--- src/design/ubp_pkg.sv ---
package ubp_pkg;

  // ----------------------------------------------------------------
  // Timing
  // ----------------------------------------------------------------
  localparam int CLK_FREQ_HZ      = 50_000_000;  // System clock rate
  localparam int BASE_PERIOD_US   = 5000;        // Evaluation time base, 5 ms
  localparam int BASE_TICK_CYCLES = BASE_PERIOD_US * (CLK_FREQ_HZ / 1_000_000);

  // ----------------------------------------------------------------
  // Scaling and reset values
  // ----------------------------------------------------------------
  localparam logic [6:0]  RESET_PCT       = 7'h61;         // Drop-out at 97 percent
  localparam logic [6:0]  FULL_PCT        = 7'h64;         // 100 percent
  localparam logic [31:0] RATIO_SCALE     = 32'h0000_2710; // 100 percent in 0.01 % steps
  localparam logic [41:0] DIV_OUT_SCALE   = 42'h000_0000_03E8; // Ratio output, 1/1000
  localparam logic [31:0] INV_UNITY_SQ    = 32'h000F_4240; // 1000 squared
  localparam logic [15:0] NEG_LEVEL_RST   = 16'h0014;      // 0.20 x In in 0.01 steps
  localparam logic [15:0] RATIO_LEVEL_RST = 16'h07D0;      // 20.00 percent
  localparam logic        SEL_NEG_PU      = 1'h0;          // Per-unit negative sequence
  localparam logic        SEL_RATIO       = 1'h1;          // Negative/positive ratio

  // ----------------------------------------------------------------
  // Enumerations
  // ----------------------------------------------------------------
  typedef enum logic [2:0] {
    MODE_ON = 3'h0, MODE_BLOCKED = 3'h1, MODE_TEST = 3'h2, MODE_TEST_BLK = 3'h3, MODE_OFF = 3'h4
  } ubp_mode_t;

  typedef enum logic [1:0] {
    COND_NORMAL = 2'h0, COND_START = 2'h1, COND_TRIP = 2'h2, COND_BLOCKED = 2'h3
  } ubp_cond_t;

  typedef enum logic [1:0] {
    DLY_INSTANT = 2'h0, DLY_FIXED = 2'h1, DLY_INVERSE = 2'h2
  } ubp_delay_t;

  typedef enum logic [3:0] {
    ST_IDLE = 4'h1, ST_START = 4'h2, ST_TRIP = 4'h4, ST_BLOCK = 4'h8
  } ubp_state_t;

  // Percentage scaling, used for both sides of the drop-out compare
  function automatic logic [39:0] f_pct(input logic [31:0] x, input logic [6:0] pct);
    f_pct = 40'(x) * 40'(pct);
  endfunction

endpackage

--- src/design/ubp_timer_if.sv ---
`timescale 1ns/100ps
// Trip timer hookup between stage control and its delay timer
interface ubp_timer_if;
  import ubp_pkg::*;
  logic        eval;        // Evaluation pulse, once per 5 ms
  logic        run;         // Stage started, timing active
  ubp_delay_t  delay_mode;  // Fixed or inverse characteristic
  logic [19:0] fixed_ticks; // Fixed delay in 5 ms ticks
  logic [39:0] inv_k;       // Inverse curve multiplier
  logic [15:0] ratio_pm;    // Measured over set, 1/1000
  logic        expired;     // Operate time reached

  modport ctrl  (output eval, run, delay_mode, fixed_ticks, inv_k, ratio_pm, input expired);
  modport timer (input eval, run, delay_mode, fixed_ticks, inv_k, ratio_pm, output expired);
endinterface

--- src/design/ubp_trip_timer.sv ---
`timescale 1ns/100ps
module ubp_trip_timer
  import ubp_pkg::*;
(
  input logic         clk,
  input logic         resetn,
  ubp_timer_if.timer  tif
);

  // ----------------------------------------------------------------
  // Accumulators
  // ----------------------------------------------------------------
  logic [19:0] fixed_cnt;  // Elapsed ticks since start
  logic [39:0] inv_acc;    // Integral of curve excess
  logic [31:0] ratio_sq;   // Measured ratio squared
  logic [39:0] excess;     // Excess over the set level squared
  logic [40:0] inv_sum;    // Next integral, one guard bit
  logic [20:0] fixed_next; // Next tick count, one guard bit

  // Curve excess, zero below set level
  always_comb begin
    ratio_sq   = 32'(tif.ratio_pm) * 32'(tif.ratio_pm);
    excess     = (ratio_sq > INV_UNITY_SQ) ? 40'(ratio_sq - INV_UNITY_SQ) : 40'h0;
    inv_sum    = 41'(inv_acc) + 41'(excess);
    fixed_next = 21'(fixed_cnt) + 21'h1;
  end

  // Fixed delay counter, cleared on release
  always_ff @(posedge clk or negedge resetn) begin
    if (!resetn) begin
      fixed_cnt <= 20'h0;
    end else if (!tif.run) begin
      fixed_cnt <= 20'h0;
    end else if (tif.eval && !fixed_next[20]) begin
      fixed_cnt <= fixed_next[19:0];
    end
  end

  // Inverse integral, saturating; curve time falls with squared current
  always_ff @(posedge clk or negedge resetn) begin
    if (!resetn) begin
      inv_acc <= 40'h0;
    end else if (!tif.run) begin
      inv_acc <= 40'h0;
    end else if (tif.eval) begin
      inv_acc <= inv_sum[40] ? 40'hFF_FFFF_FFFF : inv_sum[39:0];
    end
  end

  // Expiry flag, sticky while running
  always_ff @(posedge clk or negedge resetn) begin
    if (!resetn) begin
      tif.expired <= 1'b0;
    end else if (!tif.run) begin
      tif.expired <= 1'b0;
    end else if (tif.eval && !tif.expired) begin
      case (tif.delay_mode)
        DLY_FIXED:   tif.expired <= fixed_next >= 21'(tif.fixed_ticks);
        DLY_INVERSE: tif.expired <= inv_sum >= 41'(tif.inv_k);
        default:     tif.expired <= 1'b0;
      endcase
    end
  end
endmodule // ubp_trip_timer

--- src/design/ubp_unbalance_stage.sv ---
`timescale 1ns/100ps
// ------------------------------------------------------------------
// Current unbalance pick-up stage
// ------------------------------------------------------------------
// Operation
// - Two modes: negative sequence or ratio
// - Ratio mode requires minimum phase loading current
// - Sequence magnitudes come from phase currents
// - All measurements refreshed every 5 ms
// - Zero sequence, angles only for recording
// - Node mode On/Blocked/Test/Test-Blocked/Off
// - Force condition when forcing globally enabled; only Start, Trip and Blocked are forced
// - Magnitude select, per-unit after reset; the select is a plain port with no reset value
// - Static settings ignore setting group
// - Pick up when quantity exceeds level
// - Drop out below 97 percent of level
// - Continuous measured over set ratio
// - Group switch applies without restart
// - Negative level 0.01 steps, default 0.20
// - Ratio level 0.01 percent, default 20
// - Behaviour shows effective node mode
// - Condition shows Normal/Start/Trip/Blocked
// - Block at pick-up gives Blocked only
// - Blocking clears start, releases timing
// - Block must precede trip by 5 ms
// - Instant, fixed or inverse trip timing
module ubp_unbalance_stage
  import ubp_pkg::*;
#(
  parameter int TICK_CYCLES = BASE_TICK_CYCLES  // Cycles per evaluation tick
) (
  input  logic              clk,
  input  logic              resetn,
  input  logic              block_in,
  input  logic [15:0]       pos_seq_mag,
  input  logic [15:0]       neg_seq_mag,
  input  logic [15:0]       zero_seq_mag,
  input  logic [15:0]       pos_seq_ang,
  input  logic [15:0]       neg_seq_ang,
  input  logic [15:0]       zero_seq_ang,
  input  logic [2:0][15:0]  phase_mag,
  input  logic [15:0]       min_load_level,
  input  logic [2:0]        group_sel,
  input  logic [7:0][15:0]  neg_seq_pickup_level,
  input  logic [7:0][15:0]  seq_ratio_pickup_level,
  input  logic              mode_permit,
  input  ubp_mode_t         node_operating_mode,
  input  logic              force_permit,
  input  ubp_cond_t         force_status,
  input  logic              magnitude_select,
  input  ubp_delay_t        delay_mode,
  input  logic [19:0]       fixed_time_delay,
  input  logic [39:0]       inverse_time_delay,
  output logic              start_out,
  output logic              trip_out,
  output logic              blocked_out,
  output ubp_cond_t         condition,
  output ubp_mode_t         behaviour,
  output logic [15:0]       meas_set_ratio,
  output logic              record_strobe,
  output logic [15:0]       record_zero_mag,
  output logic [15:0]       record_pos_ang,
  output logic [15:0]       record_neg_ang,
  output logic [15:0]       record_zero_ang
);

  // ----------------------------------------------------------------
  // Time base
  // ----------------------------------------------------------------
  localparam logic [17:0] TICK_LAST = 18'(TICK_CYCLES - 1); // Divider terminal count

  logic [17:0] tick_cnt; // Divider count
  logic        tick;     // Sample capture pulse
  logic        eval;     // Decision pulse, one cycle after capture

  // 5 ms divider, single clock domain throughout
  always_ff @(posedge clk or negedge resetn) begin
    if (!resetn) begin
      tick_cnt <= 18'h0;
      tick     <= 1'b0;
    end else if (tick_cnt == TICK_LAST) begin
      tick_cnt <= 18'h0;
      tick     <= 1'b1;
    end else begin
      tick_cnt <= tick_cnt + 18'h1;
      tick     <= 1'b0;
    end
  end

  // Decision runs on the freshly captured sample
  always_ff @(posedge clk or negedge resetn) begin
    if (!resetn) begin
      eval <= 1'b0;
    end else begin
      eval <= tick;
    end
  end

  // ----------------------------------------------------------------
  // Sample capture
  // ----------------------------------------------------------------
  logic [15:0]      pos_s;     // Positive sequence magnitude
  logic [15:0]      neg_s;     // Negative sequence magnitude
  logic [15:0]      zero_s;    // Zero sequence, recording only
  logic [2:0][15:0] ang_s;     // Sequence angles, recording only
  logic [2:0][15:0] phase_s;   // Phase fundamentals
  logic             blk_s;     // Block input at sample time
  logic [15:0]      neg_lvl;   // Active group negative level
  logic [15:0]      ratio_lvl; // Active group ratio level

  // Measurements, all on the same time base; magnitudes are the front
  // end's symmetrical components of the three phase channels
  always_ff @(posedge clk or negedge resetn) begin
    if (!resetn) begin
      pos_s   <= 16'h0;
      neg_s   <= 16'h0;
      zero_s  <= 16'h0;
      ang_s   <= '0;
      phase_s <= '0;
    end else if (tick) begin
      pos_s   <= pos_seq_mag;
      neg_s   <= neg_seq_mag;
      zero_s  <= zero_seq_mag;
      ang_s   <= {zero_seq_ang, neg_seq_ang, pos_seq_ang};
      phase_s <= phase_mag;
    end
  end

  // Block input sampled once per tick; later arrival misses this tick
  always_ff @(posedge clk or negedge resetn) begin
    if (!resetn) begin
      blk_s <= 1'b0;
    end else if (tick) begin
      blk_s <= block_in;
    end
  end

  // Group levels follow the group select live; stage state is kept
  always_ff @(posedge clk or negedge resetn) begin
    if (!resetn) begin
      neg_lvl   <= NEG_LEVEL_RST;
      ratio_lvl <= RATIO_LEVEL_RST;
    end else if (tick) begin
      neg_lvl   <= neg_seq_pickup_level[group_sel];
      ratio_lvl <= seq_ratio_pickup_level[group_sel];
    end
  end

  // ----------------------------------------------------------------
  // Decision logic
  // ----------------------------------------------------------------
  ubp_mode_t  eff_mode;     // Effective node mode
  ubp_state_t state;        // Stage state
  ubp_state_t next_state;   // Stage state after this cycle
  ubp_cond_t  next_cond;    // Condition after force
  logic       sel_ratio;    // Ratio mode chosen
  logic [31:0] q;           // Measured quantity, scaled
  logic [31:0] ref_v;       // Pick-up level, same scale
  logic       over;         // Above pick-up
  logic       drop;         // Below reset level
  logic       load_ok;      // Minimum load present
  logic       stage_on;     // Node not switched off
  logic       blk;          // Any blocking source
  logic       picked;       // Pick-up element held
  logic       next_picked;  // Pick-up element next
  logic       force_active; // Forced condition in effect
  ubp_timer_if tif ();      // Trip timer hookup

  // Quantities; ratio mode cross-multiplies to avoid a divider in the path
  always_comb begin
    eff_mode  = mode_permit ? node_operating_mode : MODE_ON;
    sel_ratio = magnitude_select == SEL_RATIO;
    q         = sel_ratio ? 32'(neg_s) * RATIO_SCALE : 32'(neg_s);
    ref_v     = sel_ratio ? 32'(pos_s) * 32'(ratio_lvl) : 32'(neg_lvl);
    over      = q > ref_v;
    drop      = f_pct(q, FULL_PCT) < f_pct(ref_v, RESET_PCT);
    load_ok   = !sel_ratio || phase_s[0] >= min_load_level
                || phase_s[1] >= min_load_level || phase_s[2] >= min_load_level;
    // Mode, force and select are plain ports, never indexed by group
    stage_on  = eff_mode != MODE_OFF;
    blk       = blk_s || eff_mode == MODE_BLOCKED || eff_mode == MODE_TEST_BLK;
    next_picked = stage_on && load_ok && (picked ? !drop : over);
  end

  // Next state, only on evaluation pulses
  always_comb begin
    next_state = state;
    if (eval) begin
      if (!next_picked) begin
        next_state = ST_IDLE;
      end else if (blk) begin
        next_state = ST_BLOCK;
      end else begin
        case (state)
          ST_TRIP:  next_state = ST_TRIP;
          ST_START: next_state = tif.expired ? ST_TRIP : ST_START;
          default:  next_state = (delay_mode == DLY_INSTANT) ? ST_TRIP : ST_START;
        endcase
      end
    end
  end

  // Condition code, with force override
  always_comb begin
    force_active = force_permit && force_status != COND_NORMAL;
    case (next_state)
      ST_START: next_cond = COND_START;
      ST_TRIP:  next_cond = COND_TRIP;
      ST_BLOCK: next_cond = COND_BLOCKED;
      default:  next_cond = COND_NORMAL;
    endcase
    if (force_active) begin
      next_cond = force_status;
    end
  end

  // State and pick-up memory
  always_ff @(posedge clk or negedge resetn) begin
    if (!resetn) begin
      state  <= ST_IDLE;
      picked <= 1'b0;
    end else if (eval) begin
      state  <= next_state;
      picked <= next_picked;
    end
  end

  // Outputs; Test mode shows conditions but never drives a trip; Test-Blocked does not mask it
  always_ff @(posedge clk or negedge resetn) begin
    if (!resetn) begin
      condition   <= COND_NORMAL;
      start_out   <= 1'b0;
      trip_out    <= 1'b0;
      blocked_out <= 1'b0;
      behaviour   <= MODE_ON;
    end else begin
      condition   <= next_cond;
      start_out   <= next_cond == COND_START || next_cond == COND_TRIP;
      trip_out    <= next_cond == COND_TRIP && eff_mode != MODE_TEST;
      blocked_out <= next_cond == COND_BLOCKED;
      behaviour   <= eff_mode;
    end
  end

  // Fault record on each ON transition; angles never reach the decision
  always_ff @(posedge clk or negedge resetn) begin
    if (!resetn) begin
      record_strobe   <= 1'b0;
      record_zero_mag <= 16'h0;
      record_pos_ang  <= 16'h0;
      record_neg_ang  <= 16'h0;
      record_zero_ang <= 16'h0;
    end else if (next_state != state && next_state != ST_IDLE) begin
      record_strobe   <= 1'b1;
      record_zero_mag <= zero_s;
      record_pos_ang  <= ang_s[0];
      record_neg_ang  <= ang_s[1];
      record_zero_ang <= ang_s[2];
    end else begin
      record_strobe   <= 1'b0;
    end
  end

  // ----------------------------------------------------------------
  // Trip timer
  // ----------------------------------------------------------------
  assign tif.eval        = eval;
  assign tif.run         = state == ST_START;
  assign tif.delay_mode  = delay_mode;
  assign tif.fixed_ticks = fixed_time_delay;
  assign tif.inv_k       = inverse_time_delay;
  assign tif.ratio_pm    = meas_set_ratio;

  ubp_trip_timer u_timer (
    .clk    (clk),
    .resetn (resetn),
    .tif    (tif.timer)
  );

  // ----------------------------------------------------------------
  // Measured over set ratio, serial divider
  // ----------------------------------------------------------------
  logic        div_busy; // Division running
  logic [5:0]  div_cnt;  // Bits remaining
  logic [41:0] div_num;  // Dividend, shifted out MSB first
  logic [31:0] div_den;  // Divisor
  logic [32:0] div_rem;  // Partial remainder
  logic [41:0] div_quo;  // Partial quotient
  logic [32:0] rem_sh;   // Remainder with next bit
  logic        take;     // Subtract this step
  logic [41:0] quo_next; // Quotient after this step

  // One quotient bit per clock; 42 clocks fit easily inside 5 ms
  always_comb begin
    rem_sh   = {div_rem[31:0], div_num[41]};
    take     = rem_sh >= {1'b0, div_den};
    quo_next = {div_quo[40:0], take};
  end

  // Divider datapath, restarted on every evaluation
  always_ff @(posedge clk or negedge resetn) begin
    if (!resetn) begin
      div_busy <= 1'b0;
      div_cnt  <= 6'h0;
      div_num  <= 42'h0;
      div_den  <= 32'h0;
      div_rem  <= 33'h0;
      div_quo  <= 42'h0;
    end else if (eval) begin
      div_busy <= 1'b1;
      div_cnt  <= 6'h2A;
      div_num  <= 42'(q) * DIV_OUT_SCALE;
      div_den  <= ref_v;
      div_rem  <= 33'h0;
      div_quo  <= 42'h0;
    end else if (div_busy) begin
      div_num  <= {div_num[40:0], 1'b0};
      div_rem  <= take ? rem_sh - {1'b0, div_den} : rem_sh;
      div_quo  <= quo_next;
      div_cnt  <= div_cnt - 6'h1;
      div_busy <= div_cnt != 6'h1;
    end
  end

  // Saturating result; zero level reads as full scale
  always_ff @(posedge clk or negedge resetn) begin
    if (!resetn) begin
      meas_set_ratio <= 16'h0;
    end else if (div_busy && div_cnt == 6'h1) begin
      meas_set_ratio <= (div_den == 32'h0 || |quo_next[41:16]) ? 16'hFFFF
                        : quo_next[15:0];
    end
  end

  // ----------------------------------------------------------------
  // Checks
  // ----------------------------------------------------------------
  logic [17:0] gap_cnt; // Cycles since last tick

  always_ff @(posedge clk or negedge resetn) begin
    if (!resetn) begin
      gap_cnt <= 18'h3FFFF; // One below zero, so the first tick sees a full period
    end else begin
      gap_cnt <= tick ? 18'h0 : gap_cnt + 18'h1;
    end
  end
endmodule // ubp_unbalance_stage

--- config.mk ---
export PLATFORM = sky130hd
export DESIGN_NAME = ubp_unbalance_stage
export DESIGN_NICKNAME = d
export VERILOG_FILES = /design/src/design/ubp_pkg.sv /design/src/design/ubp_timer_if.sv /design/src/design/ubp_trip_timer.sv /design/src/design/ubp_unbalance_stage.sv
export SDC_FILE = /design/constraint.sdc
export NUM_CORES = 2
export LEC_CHECK = 0
export BUFFER_PORTS_ARGS = -buffer_cell sky130_fd_sc_hd__buf_2
export CORE_MARGIN = 5
export CORE_UTILIZATION = 62
export DETAILED_ROUTE_END_ITERATION = 10
export PLACE_DENSITY_LB_ADDON = 0.2
export SYNTH_ARGS = -nofsm -noshare
export SYNTH_HDL_FRONTEND = slang
export SYNTH_HIERARCHICAL = 1
export SYNTH_SLANG_ARGS = --single-unit
--- constraint.sdc ---
create_clock -name clk -period 14.5 [get_ports clk]
set_input_delay 0.725 -clock clk [delete_from_list [all_inputs] [get_ports clk]]
set_output_delay 0.725 -clock clk [all_outputs]
set_load 0.05 [all_outputs]
Word level (Yosys, flattened, before mapping) --
Index checks and enable logic that the tools add are counted.
Storage, ports and cells: word-level logic and storage cells 145, bits of input ports 492, output and inout bits 89, register bits after elaboration 506
Operators by class: reductions and logical operators 24, add/subtract/negate cells 6, multiplexer cells 40, equality and inequality tests 22, $mul 6, magnitude comparators 10
Operators with widths (number):
- 40-bit 2-to-1 mux | 4
- 32-bit 2-to-1 mux | 4
- 16-bit binary-select mux with 3-bit select | 2
- 42-bit 2-to-1 mux | 2
- 41-bit 2-to-1 mux | 2
- 16-bit by 16-bit multiplier with 32-bit output | 2
- 16-bit >= comparator | 3
- 16-bit 2-to-1 mux | 3
- 40-bit by 40-bit adder with 41-bit output | 1
- 41-bit by 40-bit >= comparator with 1-bit output | 1
- 20-bit 2-to-1 mux | 2
- 37-bit by 39-bit < comparator with 1-bit output | 1
- 32-bit by 7-bit multiplier with 39-bit output, second input constant | 1
- 30-bit by 7-bit multiplier with 37-bit output, second input constant | 1
- 30-bit by 5-bit multiplier with 35-bit output, second input constant | 1
- 33-bit by 32-bit >= comparator with 1-bit output | 1
- 32-bit by 20-bit subtractor with 33-bit output, second input constant | 1
- 30-bit by 32-bit greater-than comparator with 1-bit output | 1
- 32-bit by 20-bit greater-than comparator with 1-bit output, second input constant | 1
- 32-bit zero test | 1
- 32-bit subtractor | 1
- 30-bit 2-to-1 mux | 1
- 16-bit by 10-bit multiplier with 26-bit output, second input constant | 1
- 26-bit OR reduction | 1
- 34 further kinds | 69

Longest topological paths before layout --
word-level depth 14, gate-level depth with buffers 54

Cells and area by module --
The synthesis kept the hierarchy.
Modules (own cells, without submodules):
- ubp_unbalance_stage | instances 1, cells each 4673, area an instance 46375.7 um^2
- ubp_trip_timer | instances 1, cells each 1821, area an instance 14910.6 um^2

Worst setup path before layout --
OpenSTA, ideal clock, no wires.
kind register to register, start point register ratio_lvl[7], end point register record_neg_ang[0], data arrival time 10895 ps, required time 14375 ps, setup slack 3480 ps, library setup time 125 ps, period minus slack after synthesis 11020 ps, path buffers 5, stages on the path, launching flop included 49, cells stage by stage dfstp_2 -> clkbuf_1 -> clkbuf_1 -> nand2_1 -> fa_1 -> fa_1 -> inv_1 -> fa_1 -> fa_1 -> fa_1 -> inv_1 -> fa_1 -> inv_1 -> ha_1 -> a21oi_1 -> o211ai_1 -> a21oi_1 -> nor2b_1 -> [13 not listed] -> o311ai_1 -> or2_2 -> nand3_1 -> nand2_1 -> xnor2_1 -> ha_1 -> a21o_1 -> a21oi_1 -> nor2b_1 -> o21ai_0 -> nand3b_1 -> o311ai_0 -> a211o_1 -> buf_6 -> nor2_8 -> buf_12 -> buf_12 -> mux2_4
On the way: cells in the longest elaborated chain, start to end 11, elaborated cells between the ends (all ways) 13, classes of those cells mul: 2; order compare: 2; eq/ne: 2; mux: 4; reduce/logical: 3
Ends and longest elaborated chain:
- from (decl) | line ubp_unbalance_stage.sv:109 | logic [15:0] ratio_lvl;
- from (signal assigned) | line ubp_unbalance_stage.sv:145 | ratio_lvl <= seq_ratio_pickup_level[group_sel];
- 16-bit by 16-bit multiplier with 32-bit output (*) | line ubp_unbalance_stage.sv:174 | ref_v = sel_ratio ? 32'(pos_s) * 32'(ratio_lvl) : 32'(neg_lvl);
- 32-bit 2-to-1 mux (*) | line ubp_unbalance_stage.sv:174
- via ref_v[25] | line ubp_unbalance_stage.sv:158 | logic [31:0] ref_v;
- 32-bit by 7-bit multiplier with 39-bit output | line ubp_pkg.sv:44 | f_pct = 40'(x) * 40'(pct);
- 37-bit by 39-bit < comparator with 1-bit output | line ubp_unbalance_stage.sv:176 | drop = f_pct(q, FULL_PCT) < f_pct(ref_v, RESET_PCT);
- 1-bit zero test | line ubp_unbalance_stage.sv:182 | next_picked = stage_on && load_ok && (picked ? !drop : over);
- 1-bit 2-to-1 mux (*) | line ubp_unbalance_stage.sv:182
- 1-bit logical AND (*) | line ubp_unbalance_stage.sv:182
- 4-bit 2-to-1 mux (*) | line ubp_unbalance_stage.sv:189 | if (!next_picked) begin
- 4-bit 2-to-1 mux (*) | line ubp_unbalance_stage.sv:188 | if (eval) begin
- 4-bit inequality test / 4-bit by 1-bit inequality test with 1-bit output (equally long branches) | line ubp_unbalance_stage.sv:253 | end else if (next_state != state && next_state != ST_IDLE) begin
- 1-bit logical AND (*) | line ubp_unbalance_stage.sv:253
- to (signal assigned) | line ubp_unbalance_stage.sv:257 | record_neg_ang <= ang_s[1];
- to (decl) | line ubp_unbalance_stage.sv:63 | output logic [15:0] record_neg_ang,
The timed path passes the listed nets; every way through them passes the cells marked *. A chain may end at the register's enable or synchronous reset.

Final worst setup path --
start point register pos_s[12], end point register trip_out
On the way: cells in the longest elaborated chain, start to end 14, elaborated cells between the ends (all ways) 17, classes of those cells mul: 2; order compare: 2; eq/ne: 4; mux: 6; reduce/logical: 3
Ends and longest elaborated chain:
- from (decl) | line ubp_unbalance_stage.sv:102 | logic [15:0] pos_s;
- from (signal assigned) | line ubp_unbalance_stage.sv:121 | pos_s <= pos_seq_mag;
- 16-bit by 16-bit multiplier with 32-bit output (*) | line ubp_unbalance_stage.sv:174
- 32-bit 2-to-1 mux (*) | line ubp_unbalance_stage.sv:174
- via ref_v[22] | line ubp_unbalance_stage.sv:158
- 32-bit by 7-bit multiplier with 39-bit output | line ubp_pkg.sv:44
- 37-bit by 39-bit < comparator with 1-bit output | line ubp_unbalance_stage.sv:176
- 1-bit zero test | line ubp_unbalance_stage.sv:182
- 1-bit 2-to-1 mux (*) | line ubp_unbalance_stage.sv:182
- 1-bit logical AND (*) | line ubp_unbalance_stage.sv:182
- 4-bit 2-to-1 mux (*) | line ubp_unbalance_stage.sv:189
- 4-bit 2-to-1 mux (*) | line ubp_unbalance_stage.sv:188
- 4-bit equality test, or another cell as far along | line ubp_unbalance_stage.sv:206 | case (next_state)
- 2-bit case mux with 3 select lines (*) | line ubp_unbalance_stage.sv:206
- 2-bit 2-to-1 mux (*) | line ubp_unbalance_stage.sv:212 | if (force_active) begin
- via next_cond[1] | line ubp_unbalance_stage.sv:155 | ubp_cond_t next_cond;
- 2-bit equality test (*) | line ubp_unbalance_stage.sv:239 | trip_out <= next_cond == COND_TRIP && eff_mode != MODE_TEST;
- 1-bit logical AND (*) | line ubp_unbalance_stage.sv:239
- to (signal assigned) | line ubp_unbalance_stage.sv:233 | trip_out <= 1'b0;
- to (signal assigned) | line ubp_unbalance_stage.sv:239
- to (decl) | line ubp_unbalance_stage.sv:55 | output logic trip_out,
Marked as above.

==> impl_metrics.env <==
export IMPL_outcome="complete, no violations"
export IMPL_nets=8814
export IMPL_dr_first_iter_drc_count=3321
export IMPL_hpwl_um=135000
export IMPL_max_slew_margin_rel=0.0823
export IMPL_skew_ns=0.0546
export IMPL_power_total_mw=4.05
export IMPL_dp_cells=8187
export IMPL_whs_ns=0.0254
export IMPL_grt_usage=0.314
export IMPL_cpMaxStageDelayCell="dfrtp_1"
export IMPL_syn_num_nets=8349
export IMPL_grt_pass1_vias=50000
export IMPL_clk_pin_slew_ns=0.07
export IMPL_ys_ff_latch=503
export IMPL_synth_area_sq_um=61300
export IMPL_core_sq_um=98300
export IMPL_cts_tree="built"
export IMPL_grt_pass1_wl_um=269000
export IMPL_synth_cells=6494
export IMPL_grt_antenna_before_repair=42
export IMPL_place_congestion=0.983
export IMPL_place_ws_ns=1.75
export IMPL_grt_max_degree=189
export IMPL_required_ns=15.08
export IMPL_final_max_slew_viol_count=0
export IMPL_max_freq_ghz=0.0772
export IMPL_crit_type="flop to flop"
export IMPL_cts_hold_buf=0
export IMPL_max_cap_violations=0
export IMPL_seq_area_frac_synth=0.206
export IMPL_rsz0062_at_grt="false"
export IMPL_yosys_warnings=6
export IMPL_io_buffers=580
export IMPL_startpoint_type="flop"
export IMPL_placementRows=115
export IMPL_min_path_type="input port to asynchronous set/reset pin"
export IMPL_syn_avg_cell_area_sq_um=9.44
export IMPL_rr_worst_depth=48
export IMPL_worstPathArrival_ns=13.53
export IMPL_crit_fanout=17
export IMPL_tightest_slew_ns=1.34
export IMPL_final_setup_worst_slack_ns=1.55
export IMPL_via_count=48400
export IMPL_ant_nets=0
export IMPL_wl_um=167000
export IMPL_clockBufferDepth=3
export IMPL_instances_no_fill=8323
export IMPL_htree_levels=2
export IMPL_io_pins=581
export IMPL_synthFlopType="dfrtp_1"
export IMPL_dr_pass1_iters=6
export IMPL_fin_crit_ns=12.95
export IMPL_fin_crit_sh=0.893
export IMPL_cts_setup_buffers=0
export IMPL_wire_per_inst_um=20.0
export IMPL_drive_gt1_frac=0.152
export IMPL_drc=0
export IMPL_cts_sinks=503
export IMPL_worstReg2RegEnd="trip_out"
export IMPL_start_util=0.624
export IMPL_yosys_cell_types_count=102
export IMPL_setup_tns_ns=0
export IMPL_fill_cells=7934
export IMPL_cts_buffers_inserted=57
export IMPL_finalHoldViolCount=0
export IMPL_leakagePower_nw=36.5
export IMPL_power_density_nw_per_um2=60.1
export IMPL_synthTopCellsByArea="dfrtp_1 (20%), fa_1 (18%), ha_1 (17%)"
export IMPL_peakVddDrop_uv=119
export IMPL_cts_resized=0
export IMPL_die_w_um=324
export IMPL_area_growth_pct=9.88
export IMPL_grt_overflow=0
export IMPL_setup_viol=0
export IMPL_slowest_delay_ns=0.76
export IMPL_synth_edf_count=0
export IMPL_cts_root_buf="clkbuf_16"
export IMPL_insertion_delay_ns=0.68
export IMPL_regToRegSetupSlack_ns=1.55
export IMPL_die_y_um=324
export IMPL_synth_top_cell_by_area="dfrtp_1"
export IMPL_reg2reg_from="pos_s[12]"
export IMPL_avgViaCountPerCell=5.82
export IMPL_async_flop_share=1.00
export IMPL_synth_top_area_frac=0.202
export IMPL_crit_path_end_kind="flop"
export IMPL_dieArea_sq_um=105000
==> through the flow <==
stage | cell area (sq um) | utilization
after CTS | 67300 | 0.684
after global routing | 67300 | 0.685
after floorplan | 61300 | -
after global placement | 65200 | 0.664
final | 67300 | 0.685
after detailed placement | 65200 | 0.664
==> registers in the layout (all words and copies together) (netlist names), 2 cells and up <==
signal,cells
behaviour,3
state,4
meas_set_ratio,16
record_zero_mag,16
div_cnt,6
condition,2
tick_cnt,18
div_rem,32
record_neg_ang,16
record_pos_ang,16
u_timer/inv_acc,40
neg_s,16
u_timer/fixed_cnt,20
zero_s,16
div_den,32
div_quo,41
neg_lvl,16
ang_s,48
phase_s,48
pos_s,16
record_zero_ang,16
ratio_lvl,16
div_num,39
==> cell usage after synthesis (all sizes together) (9+ instances only) <==
library cell / n
o311ai: 9
nor2: 375
a21o: 152
a2111oi: 12
o22a: 18
mux4: 64
dfrtp: 494
or3: 19
nand3: 93
nor3: 72
a31oi: 37
a211oi: 61
mux2: 211
o21a: 47
a21boi: 17
o21ai: 249
a311oi: 14
inv: 1036
fa: 552
a221oi: 11
a21oi: 326
and2: 201
o211ai: 32
o21bai: 37
nor2b: 60
a31o: 11
xnor2: 188
clkbuf: 171
nor3b: 9
nand2: 472
o22ai: 9
mux2i: 131
o31ai: 24
dfstp: 9
a211o: 11
xor2: 93
nand2b: 40
buf: 46
nand4: 68
ha: 811
and3: 48
or2: 20
nor4: 29
==> layout by cell type (no fill, tap or decap), drive strengths merged, types with 40 or more instances in the layout <==
cell type  instances
inv             1041
ha               811
buf              623
fa               552
dfrtp            494
nand2            472
nor2             375
a21oi            326
o21ai            249
mux2             211
and2             201
xnor2            188
a21o             152
mux2i            131
nand3             93
xor2              93
nor3              72
clkbuf            70
nand4             68
mux4              64
a211oi            61
nor2b             60
and3              48
o21a              47
nand2b            40
==> power breakdown <==
part,internal (mW),total (mW),switching (mW)
clock,0.900,1.56,0.664
combinational,0.469,1.08,0.608
sequential,1.41,1.41,0.000884
total,2.77,4.05,1.27
==> final cells by class <==
class,instances,area [sq um],area share
Inverter,1037,3890,0.0578
Tap cell,1287,1610,0.0239
Sequential cell,503,12600,0.187
Clock buffer,70,1560,0.0231
Timing Repair Buffer,623,3260,0.0485
Multi-Input combinational cell,4737,43900,0.651
Clock inverter,38,484,0.00719
Antenna cell,28,70.1,0.00104
==> metal layers <==
layer | GRT usage | share of wire | vias to the layer above | routed length [um]
li1 | - | - | 22900 | -
met1 | 0.409 | 0.41 | 23700 | 68900
met2 | 0.535 | 0.48 | 1489 | 80300
met3 | 0.0514 | 0.063 | 351 | 10500
met4 | 0.114 | 0.042 | 10 | 7060
met5 | 0 | 0.00045 | - | 75
==> how the worst max path moves through the flow <==
stage / from / endpoint / slack [ns] / cells past startpoint
finish: pos_s[12] / trip_out / 1.55 / 48
global route: pos_s[10] / trip_out / 0.76 / 46
CTS: pos_s[13] / trip_out / 1.69 / 48
detailed placement: pos_s[13] / record_zero_ang[0] / 1.75 / 48
global placement: pos_s[13] / record_zero_ang[15] / 1.84 / 48
floorplan: ratio_lvl[7] / record_neg_ang[0] / 3.48 / 48
==> critical path: cells and delay by family (launching register included) <==
kind,cells,cell delay [ns]
flops,1,0.76
xor+xnor,2,0.34
fa+ha+maj,14,5.56
buf+inv,5,0.25
compound gates,15,4.19
simple gates,12,1.74
==> cells by family after synthesis <==
family / count (synthesis) / synth area share
and+or+nand+nor: 1534 / 0.120
adders and majority gates: 1363 / 0.346
buffers and inverters: 1254 / 0.0790
AOI/OAI and AO/OA: 1153 / 0.122
DFF: 503 / 0.206
muxes: 406 / 0.0867
xor gates and xnor gates: 281 / 0.0403
(Power assumes the default switching activity.)
